--- src/cpe_params.svh ---
// Register indices, field positions, reset values and bus constants for the channel-pair block.
`ifndef CPE_PARAMS_SVH
`define CPE_PARAMS_SVH

// ----------------------------------------------------------------------------
// Register indices (byte address is four times the index)
// ----------------------------------------------------------------------------
`define CPE_IDX_W          12
`define CPE_IDX_PAIR_EN    12'h209
`define CPE_IDX_SYNC_HDR   12'h20f
`define CPE_IDX_LINK_CTRL  12'h200
`define CPE_IDX_LINK_STAT  12'h201

// ----------------------------------------------------------------------------
// Field positions
// ----------------------------------------------------------------------------
`define CPE_BIT_LOWER_EN   0
`define CPE_BIT_UPPER_EN   1
`define CPE_BIT_SINGLE_EN  2
`define CPE_BIT_LINK_EN    0
`define CPE_BIT_CAL_EN     1

// ----------------------------------------------------------------------------
// Reset values
// ----------------------------------------------------------------------------
`define CPE_RST_PAIR_EN    8'h03
`define CPE_RST_SYNC_HDR   8'h00
`define CPE_RST_CTRL       1'b0

// ----------------------------------------------------------------------------
// Bus answers
// ----------------------------------------------------------------------------
`define CPE_RESP_OKAY      2'h0
`define CPE_RESP_SLVERR    2'h2

`endif

--- src/cpe_pkg.sv ---
// Types shared by the channel-pair enable block.
package cpe_pkg;

	// Link settings handed to the framer.
	typedef struct packed {
		logic [3:0] chan_active;
		logic [3:0] lanes;
		logic [2:0] convs;
		logic       tail_pad;
		logic       cd_in_ab_slots;
	} cpe_link_cfg_t;

	// Software controls for the link and calibration.
	typedef struct packed {
		logic [7:0] sync_hdr;
		logic       cal_enable;
		logic       link_enable;
	} cpe_ctrl_t;

	// Write channel states of the bus slave.
	typedef enum logic [2:0] {
		CPE_WR_IDLE = 3'b001,
		CPE_WR_HOLD = 3'b010,
		CPE_WR_RESP = 3'b100
	} cpe_wr_state_t;

endpackage

--- src/cpe_link_cfg.sv ---
// Derives the framer's lane, converter and channel settings from the channel-enable byte.
`timescale 1ns/1ps
`include "cpe_params.svh"

module cpe_link_cfg #(
	parameter int FULL_LANES = 8,
	parameter int FULL_CONVS = 4
) (
	input  wire logic                  i_clk,
	input  wire logic                  i_rst,
	input  wire logic [7:0]            i_pair_en,
	output cpe_pkg::cpe_link_cfg_t     o_cfg
);
	import cpe_pkg::*;

	localparam logic [3:0] LANES_FULL = 4'(FULL_LANES);
	localparam logic [3:0] LANES_HALF = 4'((FULL_LANES + 1) / 2);
	localparam logic [2:0] CONVS_FULL = 3'(FULL_CONVS);
	localparam logic [2:0] CONVS_HALF = 3'(FULL_CONVS / 2);
	localparam logic       LANES_ODD  = LANES_FULL[0];

	wire           lower_on = i_pair_en[`CPE_BIT_LOWER_EN];
	wire           upper_on = i_pair_en[`CPE_BIT_UPPER_EN];
	wire           single   = i_pair_en[`CPE_BIT_SINGLE_EN];
	wire           pair_off = !lower_on || !upper_on || single;
	cpe_link_cfg_t next_cfg;

	// ------------------------------------------------------------------------
	// Effective settings
	// ------------------------------------------------------------------------
	// Channel order in chan_active is D, C, B, A from the top bit down.
	assign next_cfg.chan_active    = {upper_on && !single, upper_on && !single,
		lower_on && !single, lower_on};
	assign next_cfg.lanes          = pair_off ? LANES_HALF : LANES_FULL;
	assign next_cfg.convs          = pair_off ? CONVS_HALF : CONVS_FULL;
	assign next_cfg.tail_pad       = pair_off && LANES_ODD;
	assign next_cfg.cd_in_ab_slots = !lower_on && upper_on && !single;

	always_ff @(posedge i_clk) begin
		if (i_rst) begin
			o_cfg <= '0;
		end else begin
			o_cfg <= next_cfg;
		end
	end

	// ------------------------------------------------------------------------
	// Checks
	// ------------------------------------------------------------------------
	// The settings register still holds its reset value one cycle after release.
	logic rst_seen;

	always_ff @(posedge i_clk) begin
		rst_seen <= i_rst;
	end
endmodule

--- src/cpe_ctrl.sv ---
// AXI4-Lite register bank for channel-pair enables, link control and link settings.
// ----------------------------------------------------------------------------
// Overview of operation
// - With single mode set, channels B, C and D are off and channel A runs only if bit 0 is set.
// - Bit 1 turns channels C and D on or off, resets to 1 and is needed for dual use.
// - Bit 0 turns channels A and B on or off and resets to 1.
// - With a pair off, the link uses half the lanes rounded up and half the converters.
// - With a pair off and an odd full lane count, the highest lane gets tail padding.
// - With the lower pair off, C and D samples take the A and B frame positions.
// ----------------------------------------------------------------------------
`timescale 1ns/1ps
`include "cpe_params.svh"

module cpe_ctrl #(
	parameter int AW         = 14,
	parameter int FULL_LANES = 8,
	parameter int FULL_CONVS = 4
) (
	input  wire logic                  I_MCLK,
	input  wire logic                  I_SRST,
	input  wire logic [AW-1:0]         I_AWADDR,
	input  wire logic                  I_AWVALID,
	output logic                       O_AWREADY,
	input  wire logic [31:0]           I_WDATA,
	input  wire logic [3:0]            I_WSTRB,
	input  wire logic                  I_WVALID,
	output logic                       O_WREADY,
	output logic [1:0]                 O_BRESP,
	output logic                       O_BVALID,
	input  wire logic                  I_BREADY,
	input  wire logic [AW-1:0]         I_ARADDR,
	input  wire logic                  I_ARVALID,
	output logic                       O_ARREADY,
	output logic [31:0]                O_RDATA,
	output logic [1:0]                 O_RRESP,
	output logic                       O_RVALID,
	input  wire logic                  I_RREADY,
	output logic [7:0]                 O_PAIR_EN,
	output cpe_pkg::cpe_ctrl_t         O_CTRL,
	output cpe_pkg::cpe_link_cfg_t     O_LINK_CFG
);
	import cpe_pkg::*;

	localparam int IW = `CPE_IDX_W;

	// ------------------------------------------------------------------------
	// Write channel
	// ------------------------------------------------------------------------
	cpe_wr_state_t wr_state;
	cpe_wr_state_t next_wr_state;
	logic          aw_held;
	logic          w_held;
	logic [IW-1:0] wr_idx;
	logic [7:0]    wr_byte;
	logic          wr_lane0;

	wire aw_take  = I_AWVALID && O_AWREADY;
	wire w_take   = I_WVALID && O_WREADY;
	wire aw_have  = aw_held || aw_take;
	wire w_have   = w_held || w_take;
	wire wr_fire  = (wr_state == CPE_WR_HOLD) && aw_held && w_held;
	wire b_done   = O_BVALID && I_BREADY;

	wire wr_hit_ch   = wr_idx == `CPE_IDX_PAIR_EN;
	wire wr_hit_sh   = wr_idx == `CPE_IDX_SYNC_HDR;
	wire wr_hit_ctl  = wr_idx == `CPE_IDX_LINK_CTRL;
	wire wr_hit_st   = wr_idx == `CPE_IDX_LINK_STAT;
	wire wr_mapped   = wr_hit_ch || wr_hit_sh || wr_hit_ctl || wr_hit_st;
	wire wr_store    = wr_fire && wr_lane0;

	always_comb begin
		next_wr_state = wr_state;
		unique case (wr_state)
			CPE_WR_IDLE: begin
				if (aw_take || w_take) begin
					next_wr_state = CPE_WR_HOLD;
				end
			end
			CPE_WR_HOLD: begin
				if (wr_fire) begin
					next_wr_state = CPE_WR_RESP;
				end
			end
			CPE_WR_RESP: begin
				if (b_done) begin
					next_wr_state = CPE_WR_IDLE;
				end
			end
			default: begin
				next_wr_state = CPE_WR_IDLE;
			end
		endcase
	end

	always_ff @(posedge I_MCLK) begin
		if (I_SRST) begin
			wr_state <= CPE_WR_IDLE;
		end else begin
			wr_state <= next_wr_state;
		end
	end

	// Address and data may arrive in either order; each ready drops once its item is held.
	always_ff @(posedge I_MCLK) begin
		if (I_SRST) begin
			aw_held   <= 1'b0;
			w_held    <= 1'b0;
			O_AWREADY <= 1'b1;
			O_WREADY  <= 1'b1;
		end else begin
			aw_held   <= aw_have && !b_done;
			w_held    <= w_have && !b_done;
			O_AWREADY <= !aw_have || b_done;
			O_WREADY  <= !w_have || b_done;
		end
	end

	always_ff @(posedge I_MCLK) begin
		if (I_SRST) begin
			wr_idx   <= '0;
			wr_byte  <= '0;
			wr_lane0 <= 1'b0;
		end else begin
			if (aw_take) begin
				wr_idx <= I_AWADDR[AW-1:2];
			end
			if (w_take) begin
				wr_byte  <= I_WDATA[7:0];
				wr_lane0 <= I_WSTRB[0];
			end
		end
	end

	always_ff @(posedge I_MCLK) begin
		if (I_SRST) begin
			O_BVALID <= 1'b0;
			O_BRESP  <= `CPE_RESP_OKAY;
		end else if (wr_fire) begin
			O_BVALID <= 1'b1;
			O_BRESP  <= wr_mapped ? `CPE_RESP_OKAY : `CPE_RESP_SLVERR;
		end else if (b_done) begin
			O_BVALID <= 1'b0;
		end
	end

	// ------------------------------------------------------------------------
	// Registers
	// ------------------------------------------------------------------------
	// Reserved bits 7:3 are stored as written so that a read returns them.
	always_ff @(posedge I_MCLK) begin
		if (I_SRST) begin
			O_PAIR_EN <= `CPE_RST_PAIR_EN;
		end else if (wr_store && wr_hit_ch) begin
			O_PAIR_EN <= wr_byte;
		end
	end

	always_ff @(posedge I_MCLK) begin
		if (I_SRST) begin
			O_CTRL.sync_hdr    <= `CPE_RST_SYNC_HDR;
			O_CTRL.cal_enable  <= `CPE_RST_CTRL;
			O_CTRL.link_enable <= `CPE_RST_CTRL;
		end else begin
			if (wr_store && wr_hit_sh) begin
				O_CTRL.sync_hdr <= wr_byte;
			end
			if (wr_store && wr_hit_ctl) begin
				O_CTRL.cal_enable  <= wr_byte[`CPE_BIT_CAL_EN];
				O_CTRL.link_enable <= wr_byte[`CPE_BIT_LINK_EN];
			end
		end
	end

	// ------------------------------------------------------------------------
	// Link settings
	// ------------------------------------------------------------------------
	cpe_link_cfg #(
		.FULL_LANES (FULL_LANES),
		.FULL_CONVS (FULL_CONVS)
	) u_link_cfg (
		.i_clk     (I_MCLK),
		.i_rst     (I_SRST),
		.i_pair_en (O_PAIR_EN),
		.o_cfg     (O_LINK_CFG)
	);

	// ------------------------------------------------------------------------
	// Read channel
	// ------------------------------------------------------------------------
	wire [IW-1:0] rd_idx     = I_ARADDR[AW-1:2];
	wire          ar_take    = I_ARVALID && O_ARREADY;
	wire          r_done     = O_RVALID && I_RREADY;
	wire          rd_hit_ch  = rd_idx == `CPE_IDX_PAIR_EN;
	wire          rd_hit_sh  = rd_idx == `CPE_IDX_SYNC_HDR;
	wire          rd_hit_ctl = rd_idx == `CPE_IDX_LINK_CTRL;
	wire          rd_hit_st  = rd_idx == `CPE_IDX_LINK_STAT;
	wire          rd_mapped  = rd_hit_ch || rd_hit_sh || rd_hit_ctl || rd_hit_st;
	wire [31:0]   rd_word    =
		rd_hit_ch  ? {24'h000000, O_PAIR_EN} :
		rd_hit_sh  ? {24'h000000, O_CTRL.sync_hdr} :
		rd_hit_ctl ? {30'h00000000, O_CTRL.cal_enable, O_CTRL.link_enable} :
		rd_hit_st  ? {19'h00000, O_LINK_CFG} :
		32'h00000000;

	always_ff @(posedge I_MCLK) begin
		if (I_SRST) begin
			O_ARREADY <= 1'b1;
			O_RVALID  <= 1'b0;
			O_RDATA   <= '0;
			O_RRESP   <= `CPE_RESP_OKAY;
		end else if (ar_take) begin
			O_ARREADY <= 1'b0;
			O_RVALID  <= 1'b1;
			O_RDATA   <= rd_word;
			O_RRESP   <= rd_mapped ? `CPE_RESP_OKAY : `CPE_RESP_SLVERR;
		end else if (r_done) begin
			O_ARREADY <= 1'b1;
			O_RVALID  <= 1'b0;
		end
	end
endmodule

--- config.mk ---
export PLATFORM = sky130hd
export DESIGN_NAME = cpe_ctrl
export DESIGN_NICKNAME = d
export VERILOG_FILES = /design/src/cpe_pkg.sv /design/src/cpe_link_cfg.sv /design/src/cpe_ctrl.sv
export VERILOG_INCLUDE_DIRS = /design/src /design/src/src
export SDC_FILE = /design/constraint.sdc
export NUM_CORES = 1
export LEC_CHECK = 0
export ABC_CLOCK_PERIOD_IN_PS = 2300
export BUFFER_PORTS_ARGS = -buffer_cell sky130_fd_sc_hd__buf_2
export CORE_ASPECT_RATIO = 0.75
export CORE_MARGIN = 4
export CORE_UTILIZATION = 30
export DETAILED_ROUTE_END_ITERATION = 6
export GPL_TIMING_DRIVEN = 0
export PLACE_DENSITY_LB_ADDON = 0.12
export SYNTH_ARGS = -nofsm -noshare
export SYNTH_HDL_FRONTEND = slang
export SYNTH_SLANG_ARGS = --single-unit
--- constraint.sdc ---
create_clock -name I_MCLK -period 2.3 [get_ports I_MCLK]
set_input_delay 0.46 -clock I_MCLK [delete_from_list [all_inputs] [get_ports I_MCLK]]
set_output_delay 0.46 -clock I_MCLK [all_outputs]
set_load 0.05 [all_outputs]
== Word-level counts from Yosys, hierarchy flattened ==
Index checks and enable logic that the tools add are counted.

* Bits in registers: 96
* Latch bits: 0
* Memory bits (writable): 0
* ROM bits: 0
* Input bits: 71
* Logic and storage cells: 93
* Memories kept: 0

* Add/subtract/negate cells: 0
* Multiply operators: 0
* Div/mod/pow operators: 0
* $lt $le $gt $ge: 0
* Eq/ne operators: 14
* Shift operators: 0
* Muxes and demuxes: 18
* Bitwise gates (word level): 0
* Reductions and logical operators: 39

{| class="wikitable"
|+ Operators with widths
! operator !! number
|-
| $eq 12x10->1 const B || 8
|-
| $mux 13 || 4
|-
| $logic_and 1x1->1 || 17
|-
| $logic_or 1x1->1 || 13
|-
| $mux 3 || 4
|-
| $pmux 3 s3 || 1
|-
| $logic_not 1->1 || 6
|-
| $mux 1 || 6
|-
| $ne 2x2->1 const B || 3
|-
| $mux 2 || 2
|-
| $mux 4 || 1
|-
| $reduce_bool 2->1 || 2
|-
| $eq 3x1->1 const B || 1
|-
| $eq 3x2->1 const B || 1
|-
| $eq 3x3->1 const B || 1
|-
| $reduce_and 3->1 || 1
|}

== Longest topological paths before layout ==
Gate-level depths: netlist of the first run.

* Word-level depth: 5
* Gate-level depth with buffers: 6

== Cells and area by module ==
A second synthesis of the first run with hierarchy kept.

* Cells, all modules: 366
* Area total of the unflattened synthesis: 3100.5 µm²

{| class="wikitable"
|+ By module, submodules not included
! module !! times used !! cells an instance !! area an instance (µm²) !! sequential area each (µm²)
|-
| cpe_ctrl || 1 || 343 || 2866.5 || 1281.2
|-
| cpe_link_cfg || 1 || 23 || 234.0 || 120.1
|}

== Least setup slack after synthesis of the first run ==
No wires, ideal clock.

* Path kind: flip-flop to flip-flop
* Start: register wr_idx[8]
* End: register O_PAIR_EN[0]
* Arrival: 1.824 ns
* Data required time: 2.180 ns
* Path slack: 0.356 ns
* Cell stages (with the launch flop): 7
* Cell sequence: dfxtp_1 -> or4b_4 -> or4_4 -> buf_6 -> buf_8 -> nor3_1 -> o21bai_1

* Word-level cells in the longest chain between the ends: 2

{| class="wikitable"
|+ RTL lines
! element !! RTL line !! RTL
|-
| from (decl) || cpe_ctrl.sv:53 || <nowiki>logic [IW-1:0] wr_idx;</nowiki>
|-
| from (signal assigned) || cpe_ctrl.sv:125 || <nowiki>wr_idx <= I_AWADDR[AW-1:2];</nowiki>
|-
| $eq 12x10->1 (no line) || n/a ||
|-
| $logic_and 1x1->1 || cpe_ctrl.sv:153 || <nowiki>end else if (wr_store && wr_hit_ch) begin</nowiki>
|-
| to (signal assigned) || cpe_ctrl.sv:152 || <nowiki>O_PAIR_EN <= `CPE_RST_PAIR_EN;</nowiki>
|-
| to (signal assigned) || cpe_ctrl.sv:154 || <nowiki>O_PAIR_EN <= wr_byte;</nowiki>
|-
| to (decl) || cpe_ctrl.sv:38 || <nowiki>output logic [7:0] O_PAIR_EN,</nowiki>
|}

No other way between the ends.
A chain may end at the register's enable or synchronous reset.

== Final worst setup path of the first run ==
* Start: register wr_idx[8]
* End: register O_CTRL[4] (netlist name)

* Word-level cells in the longest chain between the ends: 2

{| class="wikitable"
|+ RTL lines
! element !! RTL line !! RTL
|-
| $eq 12x10->1 (no line) || n/a ||
|-
| $logic_and 1x1->1 || cpe_ctrl.sv:164 || <nowiki>if (wr_store && wr_hit_sh) begin</nowiki>
|-
| to (decl) || cpe_ctrl.sv:39 || <nowiki>output cpe_pkg::cpe_ctrl_t O_CTRL,</nowiki>
|}

No other way between the ends.

==> results of run 1 <==
==> report_power, final <==
part | internal (mW) | leakage [nW] | switching [mW]
Combinational | 0.132 | 1.04 | 0.290
Sequential | 1.25 | 0.564 | 0.0365
Clock | 0.750 | 0.129 | 0.485
Total | 2.13 | 1.74 | 0.812
==> cells by family after synthesis <==
| kind of cell | synth area share [%] |
|---|---|
| other | 0.125 |
| AO/OA/AOI/OAI | 18.6 |
| flip-flops | 46.0 |
| buffers and inverters | 11.7 |
| AND/OR/NAND/NOR | 23.5 |
==> how the worst max path moves through the flow <==
| stage | to | cells after the start |
|---|---|---|
| detailed placement | O_CTRL[1]$_SDFFE_PP0P_ | 5 |
| CTS | O_CTRL[1]$_SDFFE_PP0P_ | 5 |
| global placement | O_CTRL[4]$_SDFFE_PP0P_ | 5 |
| finish | O_CTRL[4]$_SDFFE_PP0P_ | 5 |
| floorplan | O_PAIR_EN[0]$_SDFFE_PP1P_ | 6 |
| global route | O_CTRL[4]$_SDFFE_PP0P_ | 5 |
==> sequential cells by signal, indices dropped and copies added, names as in the netlist, 3 cells and up <==
register / count
O_RDATA: 12
wr_idx: 12
O_CTRL: 10
O_PAIR_EN: 8
wr_byte: 8
u_link_cfg.o_cfg: 6
wr_state: 3
==> cell usage after synthesis, types with 2 or more instances <==
| cell type | number | share of area, % |
|---|---|---|
| nand2_1 | 56 | 7.0 |
| dfxtp_1 | 69 | 46 |
| o21ai_1 | 8 | 1.3 |
| o31ai_1 | 4 | 1.0 |
| a311oi_1 | 4 | 1.2 |
| and3_1 | 4 | 0.83 |
| or4_4 | 2 | 0.75 |
| nand2b_1 | 5 | 1.0 |
| nand3b_1 | 3 | 0.75 |
| a21oi_1 | 51 | 8.5 |
| o21bai_1 | 3 | 0.75 |
| buf_4 | 30 | 7.5 |
| nor2_1 | 23 | 2.9 |
| and2_1 | 5 | 1.0 |
| or2_2 | 2 | 0.42 |
| o21a_1 | 2 | 0.50 |
| nand4_1 | 4 | 0.83 |
| clkbuf_1 | 15 | 1.9 |
| nor3_1 | 7 | 1.2 |
| inv_1 | 7 | 0.88 |
| nand3_1 | 21 | 3.5 |
| a22o_1 | 4 | 1.2 |
| nor4_1 | 3 | 0.63 |
| or3_1 | 2 | 0.42 |
| o21ai_0 | 13 | 2.2 |
==> metal layers <==
layer  vias to the layer above  part of all wire (%)  track usage (%)
met3                         9                   7.4             4.67
met1                      1321                    49             22.2
li1                       1454                     -                -
met4                         0                   1.1             4.61
met5                         -                     0                0
met2                       103                    42             22.2
==> tightest hold or removal path, cell delays in order <==
cell	delay, ns
buf_2	0.09
nand2_1	0.04
a21oi_1	0.05
==> cell type report <==
cell class	count	area, sq um	area share (%)
tap	132	165	4.18
multi-input combinational	264	1360	34.4
sequential	69	1380	35.0
inverter	7	26.3	0.665
buffer	49	327	8.27
timing repair buffer	86	430	10.9
clock buffer	13	250	6.34
clock inverter	2	10.0	0.253
==> cells in the final DEF, fill, tap and decap left out, types with 8 or more instances in the layout <==
cell type,n
nand2_1,56
nand3_1,21
clkbuf_16,9
o21ai_0,13
nor2_1,23
buf_2,87
buf_4,30
clkbuf_1,18
conb_1,25
o21ai_1,8
a21oi_1,51
dfxtp_1,69
==> per-stage QoR <==
step / hold slack [ns] / instances / utilization (%)
finish: 0.369 / 622 / 40.7
global route: 0.377 / 622 / 40.7
CTS: 0.364 / 622 / 40.7
detailed placement: 0.444 / 607 / 38.0
global placement: 0.441 / 607 / 38.0
floorplan: 0.431 / 389 / -
==> out/results.txt, run 1 <==
layout cells sized above 1: 28.6%
Routed wire per std cell: 14.4 microns
Worst R2R Start: wr_idx[8]$_SDFFE_PP0P_
ys flop type: dfxtp_1
Layout area overhead: 31.5%
Final setup viols: 0
PwrDens: 744 mW/mm^2
# DRC: 0
Clock Latency Late Sink: 0.33 ns
final critical-path setup slack: 0.161 ns
Crit path max-delay family: simple AND/OR/NAND/NOR gates
crit start category: flop
crit end category: flop
hold_sp: I_WDATA[3]
initial antenna violation count: 0
Detail Placement HPWL: 6.92 mm
hold-critical path depth: 3
IO Port Bufs: 86
Synth Instances: 365
# hold bufs at CTS: 0
Leak: 1.74 nW
Post-DRT Antenna Nets: 0
via count: 2,887
CP Max Fanout: 10
Critical path origin: wr_idx[8]$_SDFFE_PP0P_
CTS tree: done
CTS buffer count: 9
Setup Buffers After CTS: 0
Max rail drop VDD: 392 uV
Critical Path, Cell by Cell: or4b_4 -> nor4_4 -> buf_2 -> nand3_1 -> a21oi_1
yosys warns: 0
Place WS: 0.190 ns
ant diodes: 0
status: finished, final reports clean
Netlist cell types: 43
Max-Cap Viols: 0
Die ar.: 0.0117 sq mm
std cell rows: 31
critical path start-end classification: reg -> reg
Final Power: 2.94 mW
Max-slew headroom: 35.7%
Routed WL: 8.97 mm
initial drt markers: 162
router iterations before antenna repair: 4
die outline width: 124 microns
sum of negative setup slack: 0 ns
Yosys reg bits: 69
Crit path largest cell delay: 0.58 ns
Hold Crit Class: in -> reg
CORE AREA: 0.00970 sq mm
Overflow after GRT: 0
gr usage total: 15.5%
drt via density: 4.64
Starting Density: 31.0%
Root Buffer: clkbuf_16
IO Count: 143
RR Endpoint: O_CTRL[4]$_SDFFE_PP0P_
CP max stage cell: or4b_4
Final Critical Period: 2.14 ns
Worst-Margin Slew: 0.957 ns
Placed Area: 0.00369 sq mm
hold path endpoint: wr_byte[3]$_SDFFE_PP0P_
WP buf/inv: 1
unrepaired setup endpoints after global routing: no
Avg Cell Area, Syn: 8.23 sq um
clock buffer depth: 2
final std cell area, no fill: 0.00395 sq mm
vias in the first global route: 2,671
Worst-path clk slew: 0.05 ns
H-tree Lvls: 3
Tcrit/Tclk final: 93.0%
fill count: 1,057
critical path required time: 2.55 ns
Die H: 94.6 microns
GPL Wtd Cong: 0.804
part of the Yosys area used for sequential elements: 46.0%
Post-layout nets: 557
Max Slew Vio Count: 0
CP arrival: 2.39 ns
largest net degree at the start of global routing: 11
Fin. Hold Viols: 0
post-CTS sizing: 0
FFs w/ async S/R, synth: 0%
Worst Reg2Reg Path Length in Cells: 5
Max Fclk: 0.467 GHz
Sink Count: 69
first-pass GRT wire length: 13.8 mm
Clock Skew: 0.00533 ns
mapped cell area: 0.00300 sq mm
R2R Setup Slk: 0.16 ns
Post-synth EDFFs: 0
Note: power is estimated with default switching activity, not from simulation.
==> run 2, diff against run 1 <==
--- a/config.mk
+++ b/config.mk
@@ -8,12 +8,15 @@
 export LEC_CHECK = 0
 export ABC_CLOCK_PERIOD_IN_PS = 2300
 export BUFFER_PORTS_ARGS = -buffer_cell sky130_fd_sc_hd__buf_2
+export CELL_PAD_IN_SITES_DETAIL_PLACEMENT = 0
+export CELL_PAD_IN_SITES_GLOBAL_PLACEMENT = 1
 export CORE_ASPECT_RATIO = 0.75
 export CORE_MARGIN = 4
 export CORE_UTILIZATION = 30
 export DETAILED_ROUTE_END_ITERATION = 6
 export GPL_TIMING_DRIVEN = 0
 export PLACE_DENSITY_LB_ADDON = 0.12
+export SLEW_MARGIN = 20
 export SYNTH_ARGS = -nofsm -noshare
 export SYNTH_HDL_FRONTEND = slang
 export SYNTH_SLANG_ARGS = --single-unit
==> run 2 against run 1 <==
  * Global-route usage decreased by 0.052 points
  * Count of clock-buffer cells in the layout decreased by 4
  * Wire length decreased by 2.3%
  * Cell count increased by 0.16%
  * Non-clock buffer count unchanged
  * Worst hold slack got worse by 0.0055 ns
  * Critical path type unchanged
  * Highest routed layer unchanged
  * Register-to-register slack about the same
  * Critical path depth unchanged
==> out/results.txt, run 2 (synthesis results as in run 1) <==
status: finished, final reports clean
initial antenna violation count: 0 (unchanged)
# hold bufs at CTS: 0 (unchanged)
H-tree Lvls: 3 (unchanged)
layout cells sized above 1: 29.3% (+0.76 points)
Max Fclk: 0.467 GHz (about the same)
Starting Density: 31.0% (unchanged)
Detail Placement HPWL: 6.86 mm (-0.92%)
critical path start-end classification: reg -> reg
CP arrival: 2.40 ns (about the same)
Routed wire per std cell: 14.1 microns (-2.4%)
final critical-path setup slack: 0.159 ns (-0.00186 ns)
largest net degree at the start of global routing: 13 (+2)
Max rail drop VDD: 343 uV (-12%)
IO Count: 143 (unchanged)
Worst-path clk slew: 0.06 ns (about the same)
Routed WL: 8.76 mm (-2.3%)
IO Port Bufs: 86 (unchanged)
Overflow after GRT: 0 (unchanged)
gr usage total: 15.4% (-0.052 points)
Layout area overhead: 34.1%
Leak: 1.78 nW (+2.3%)
Regs by FF count: O_RDATA (12), wr_idx (12), O_CTRL (10)
Worst-Margin Slew: 0.998 ns (+0.0416 ns)
Final Critical Period: 2.14 ns (+0.00186 ns)
fill count: 1,057 (unchanged)
Tcrit/Tclk final: 93.1% (about the same)
ant diodes: 0 (unchanged)
via count: 2,847 (-1.4%)
first-pass GRT wire length: 13.6 mm (-1.3%)
Place WS: 0.177 ns (-0.0125 ns)
total area of sequential cells: 0.00138 sq mm (unchanged)
CORE AREA: 0.00970 sq mm (unchanged)
std cell rows: 31 (unchanged)
CP Max Fanout: 10 (unchanged)
Root Buffer: clkbuf_16
vias in the first global route: 2,632 (-1.5%)
Fin. Hold Viols: 0 (unchanged)
Sink Count: 69 (unchanged)
Post-layout nets: 557 (unchanged)
crit end category: flop
post-CTS sizing: 0 (unchanged)
clock buffer depth: 2 (unchanged)
drt via density: 4.57 (-1.5%)
PwrDens: 811 mW/mm^2 (+8.9%)
router iterations before antenna repair: 4 (unchanged)
unrepaired setup endpoints after global routing: no
Hold Crit Class: in -> reg
critical path required time: 2.56 ns (about the same)
Setup Buffers After CTS: 0 (unchanged)
post-layout util: 41.5% (+0.81 points)
Final setup viols: 0 (unchanged)
Clock Skew: 0.00405 ns (-0.00129 ns)
Post-DRT Antenna Nets: 0 (unchanged)
Die ar.: 0.0117 sq mm (unchanged)
Die H: 94.6 microns (unchanged)
GPL Wtd Cong: 0.792 (-1.6%)
die outline width: 124 microns (unchanged)
area of the multi-input gates: 0.00136 sq mm (unchanged)
CTS buffer count: 9 (unchanged)
Max Slew Vio Count: 0 (unchanged)
Max-slew headroom: 32.9% (-2.8 points)
most frequent cells in the layout: buf_2, dfxtp_1, nand2_1
Max-Cap Viols: 0 (unchanged)
initial drt markers: 157 (-3.1%)
CTS tree: done
sum of negative setup slack: 0 ns (unchanged)
R2R Setup Slk: 0.16 ns (about the same)
crit start category: flop
# DRC: 0 (unchanged)
most common cell after layout, fill and taps aside: buf_2
Clock Latency Late Sink: 0.33 ns (about the same)
## run 2: changes by cell type in the layout (fill, tap and decap cells not counted)
| cell | before | now |
|---|---|---|
| bufinv_16 | 0 | 3 |
| clkbuf_8 | 2 | 1 |
| clkbuf_1 | 18 | 15 |
| clkinv_2 | 2 | 3 |
| clkinv_4 | 0 | 1 |
## run 2: layout make-up
cell class / count / share of cell area (%)
flip-flops and latches: 69 / 34.3
multi-input cells: 264 / 33.7
repair buffers: 86 / 10.7
plain buffers: 49 / 8.11
clock buffers: 9 / 5.59
well taps: 132 / 4.10
clock inverters: 7 / 2.83
inverters: 7 / 0.652
## run 2: critical path, cell delays in order, from the launching register on
cell	delay [ns]
dfxtp_1	0.31
or4b_4	0.58
nor4_4	0.57
buf_2	0.33
nand3_1	0.11
a21oi_1	0.16
## run 2: power by group
group	internal, mW	switching [mW]	leakage [nW]	total (mW)
combinational	0.132	0.291	1.04	0.423
clock	1.05	0.507	0.169	1.56
sequential	1.24	0.0350	0.564	1.28
total	2.43	0.834	1.78	3.26
## run 2: per-layer routing
| layer | wire length, microns | GRT usage [%] | vias up |
|---|---|---|---|
| li1 | - | - | 1463 |
| met4 | 107 | 4.42 | 0 |
| met3 | 580 | 4.97 | 9 |
| met5 | 0 | 0 | - |
| met2 | 3560 | 22.0 | 70 |
| met1 | 4510 | 22.1 | 1305 |
## run 2: worst paths after layout
kind                     startpoint                      end  cells after the start
max          wr_idx[8]$_SDFFE_PP0P_   O_CTRL[4]$_SDFFE_PP0P_                      5
min                      I_WDATA[3]  wr_byte[3]$_SDFFE_PP0P_                      3
max reg2reg  wr_idx[8]$_SDFFE_PP0P_   O_CTRL[4]$_SDFFE_PP0P_                      5
min reg2reg  wr_idx[9]$_SDFFE_PP0P_   wr_idx[9]$_SDFFE_PP0P_                      2
## run 2: stage by stage
| step | hold slack [ns] | cells | total power, mW | area, sq um |
|---|---|---|---|---|
| floorplan | 0.431 | 389 | 1.62 | 3090 |
| finish | 0.364 | 623 | 3.26 | 4030 |
| detailed placement | 0.445 | 607 | 1.73 | 3690 |
| global route | 0.368 | 623 | 3.40 | 4030 |
| CTS | 0.357 | 623 | 3.30 | 4030 |
| global placement | 0.441 | 607 | 1.73 | 3690 |
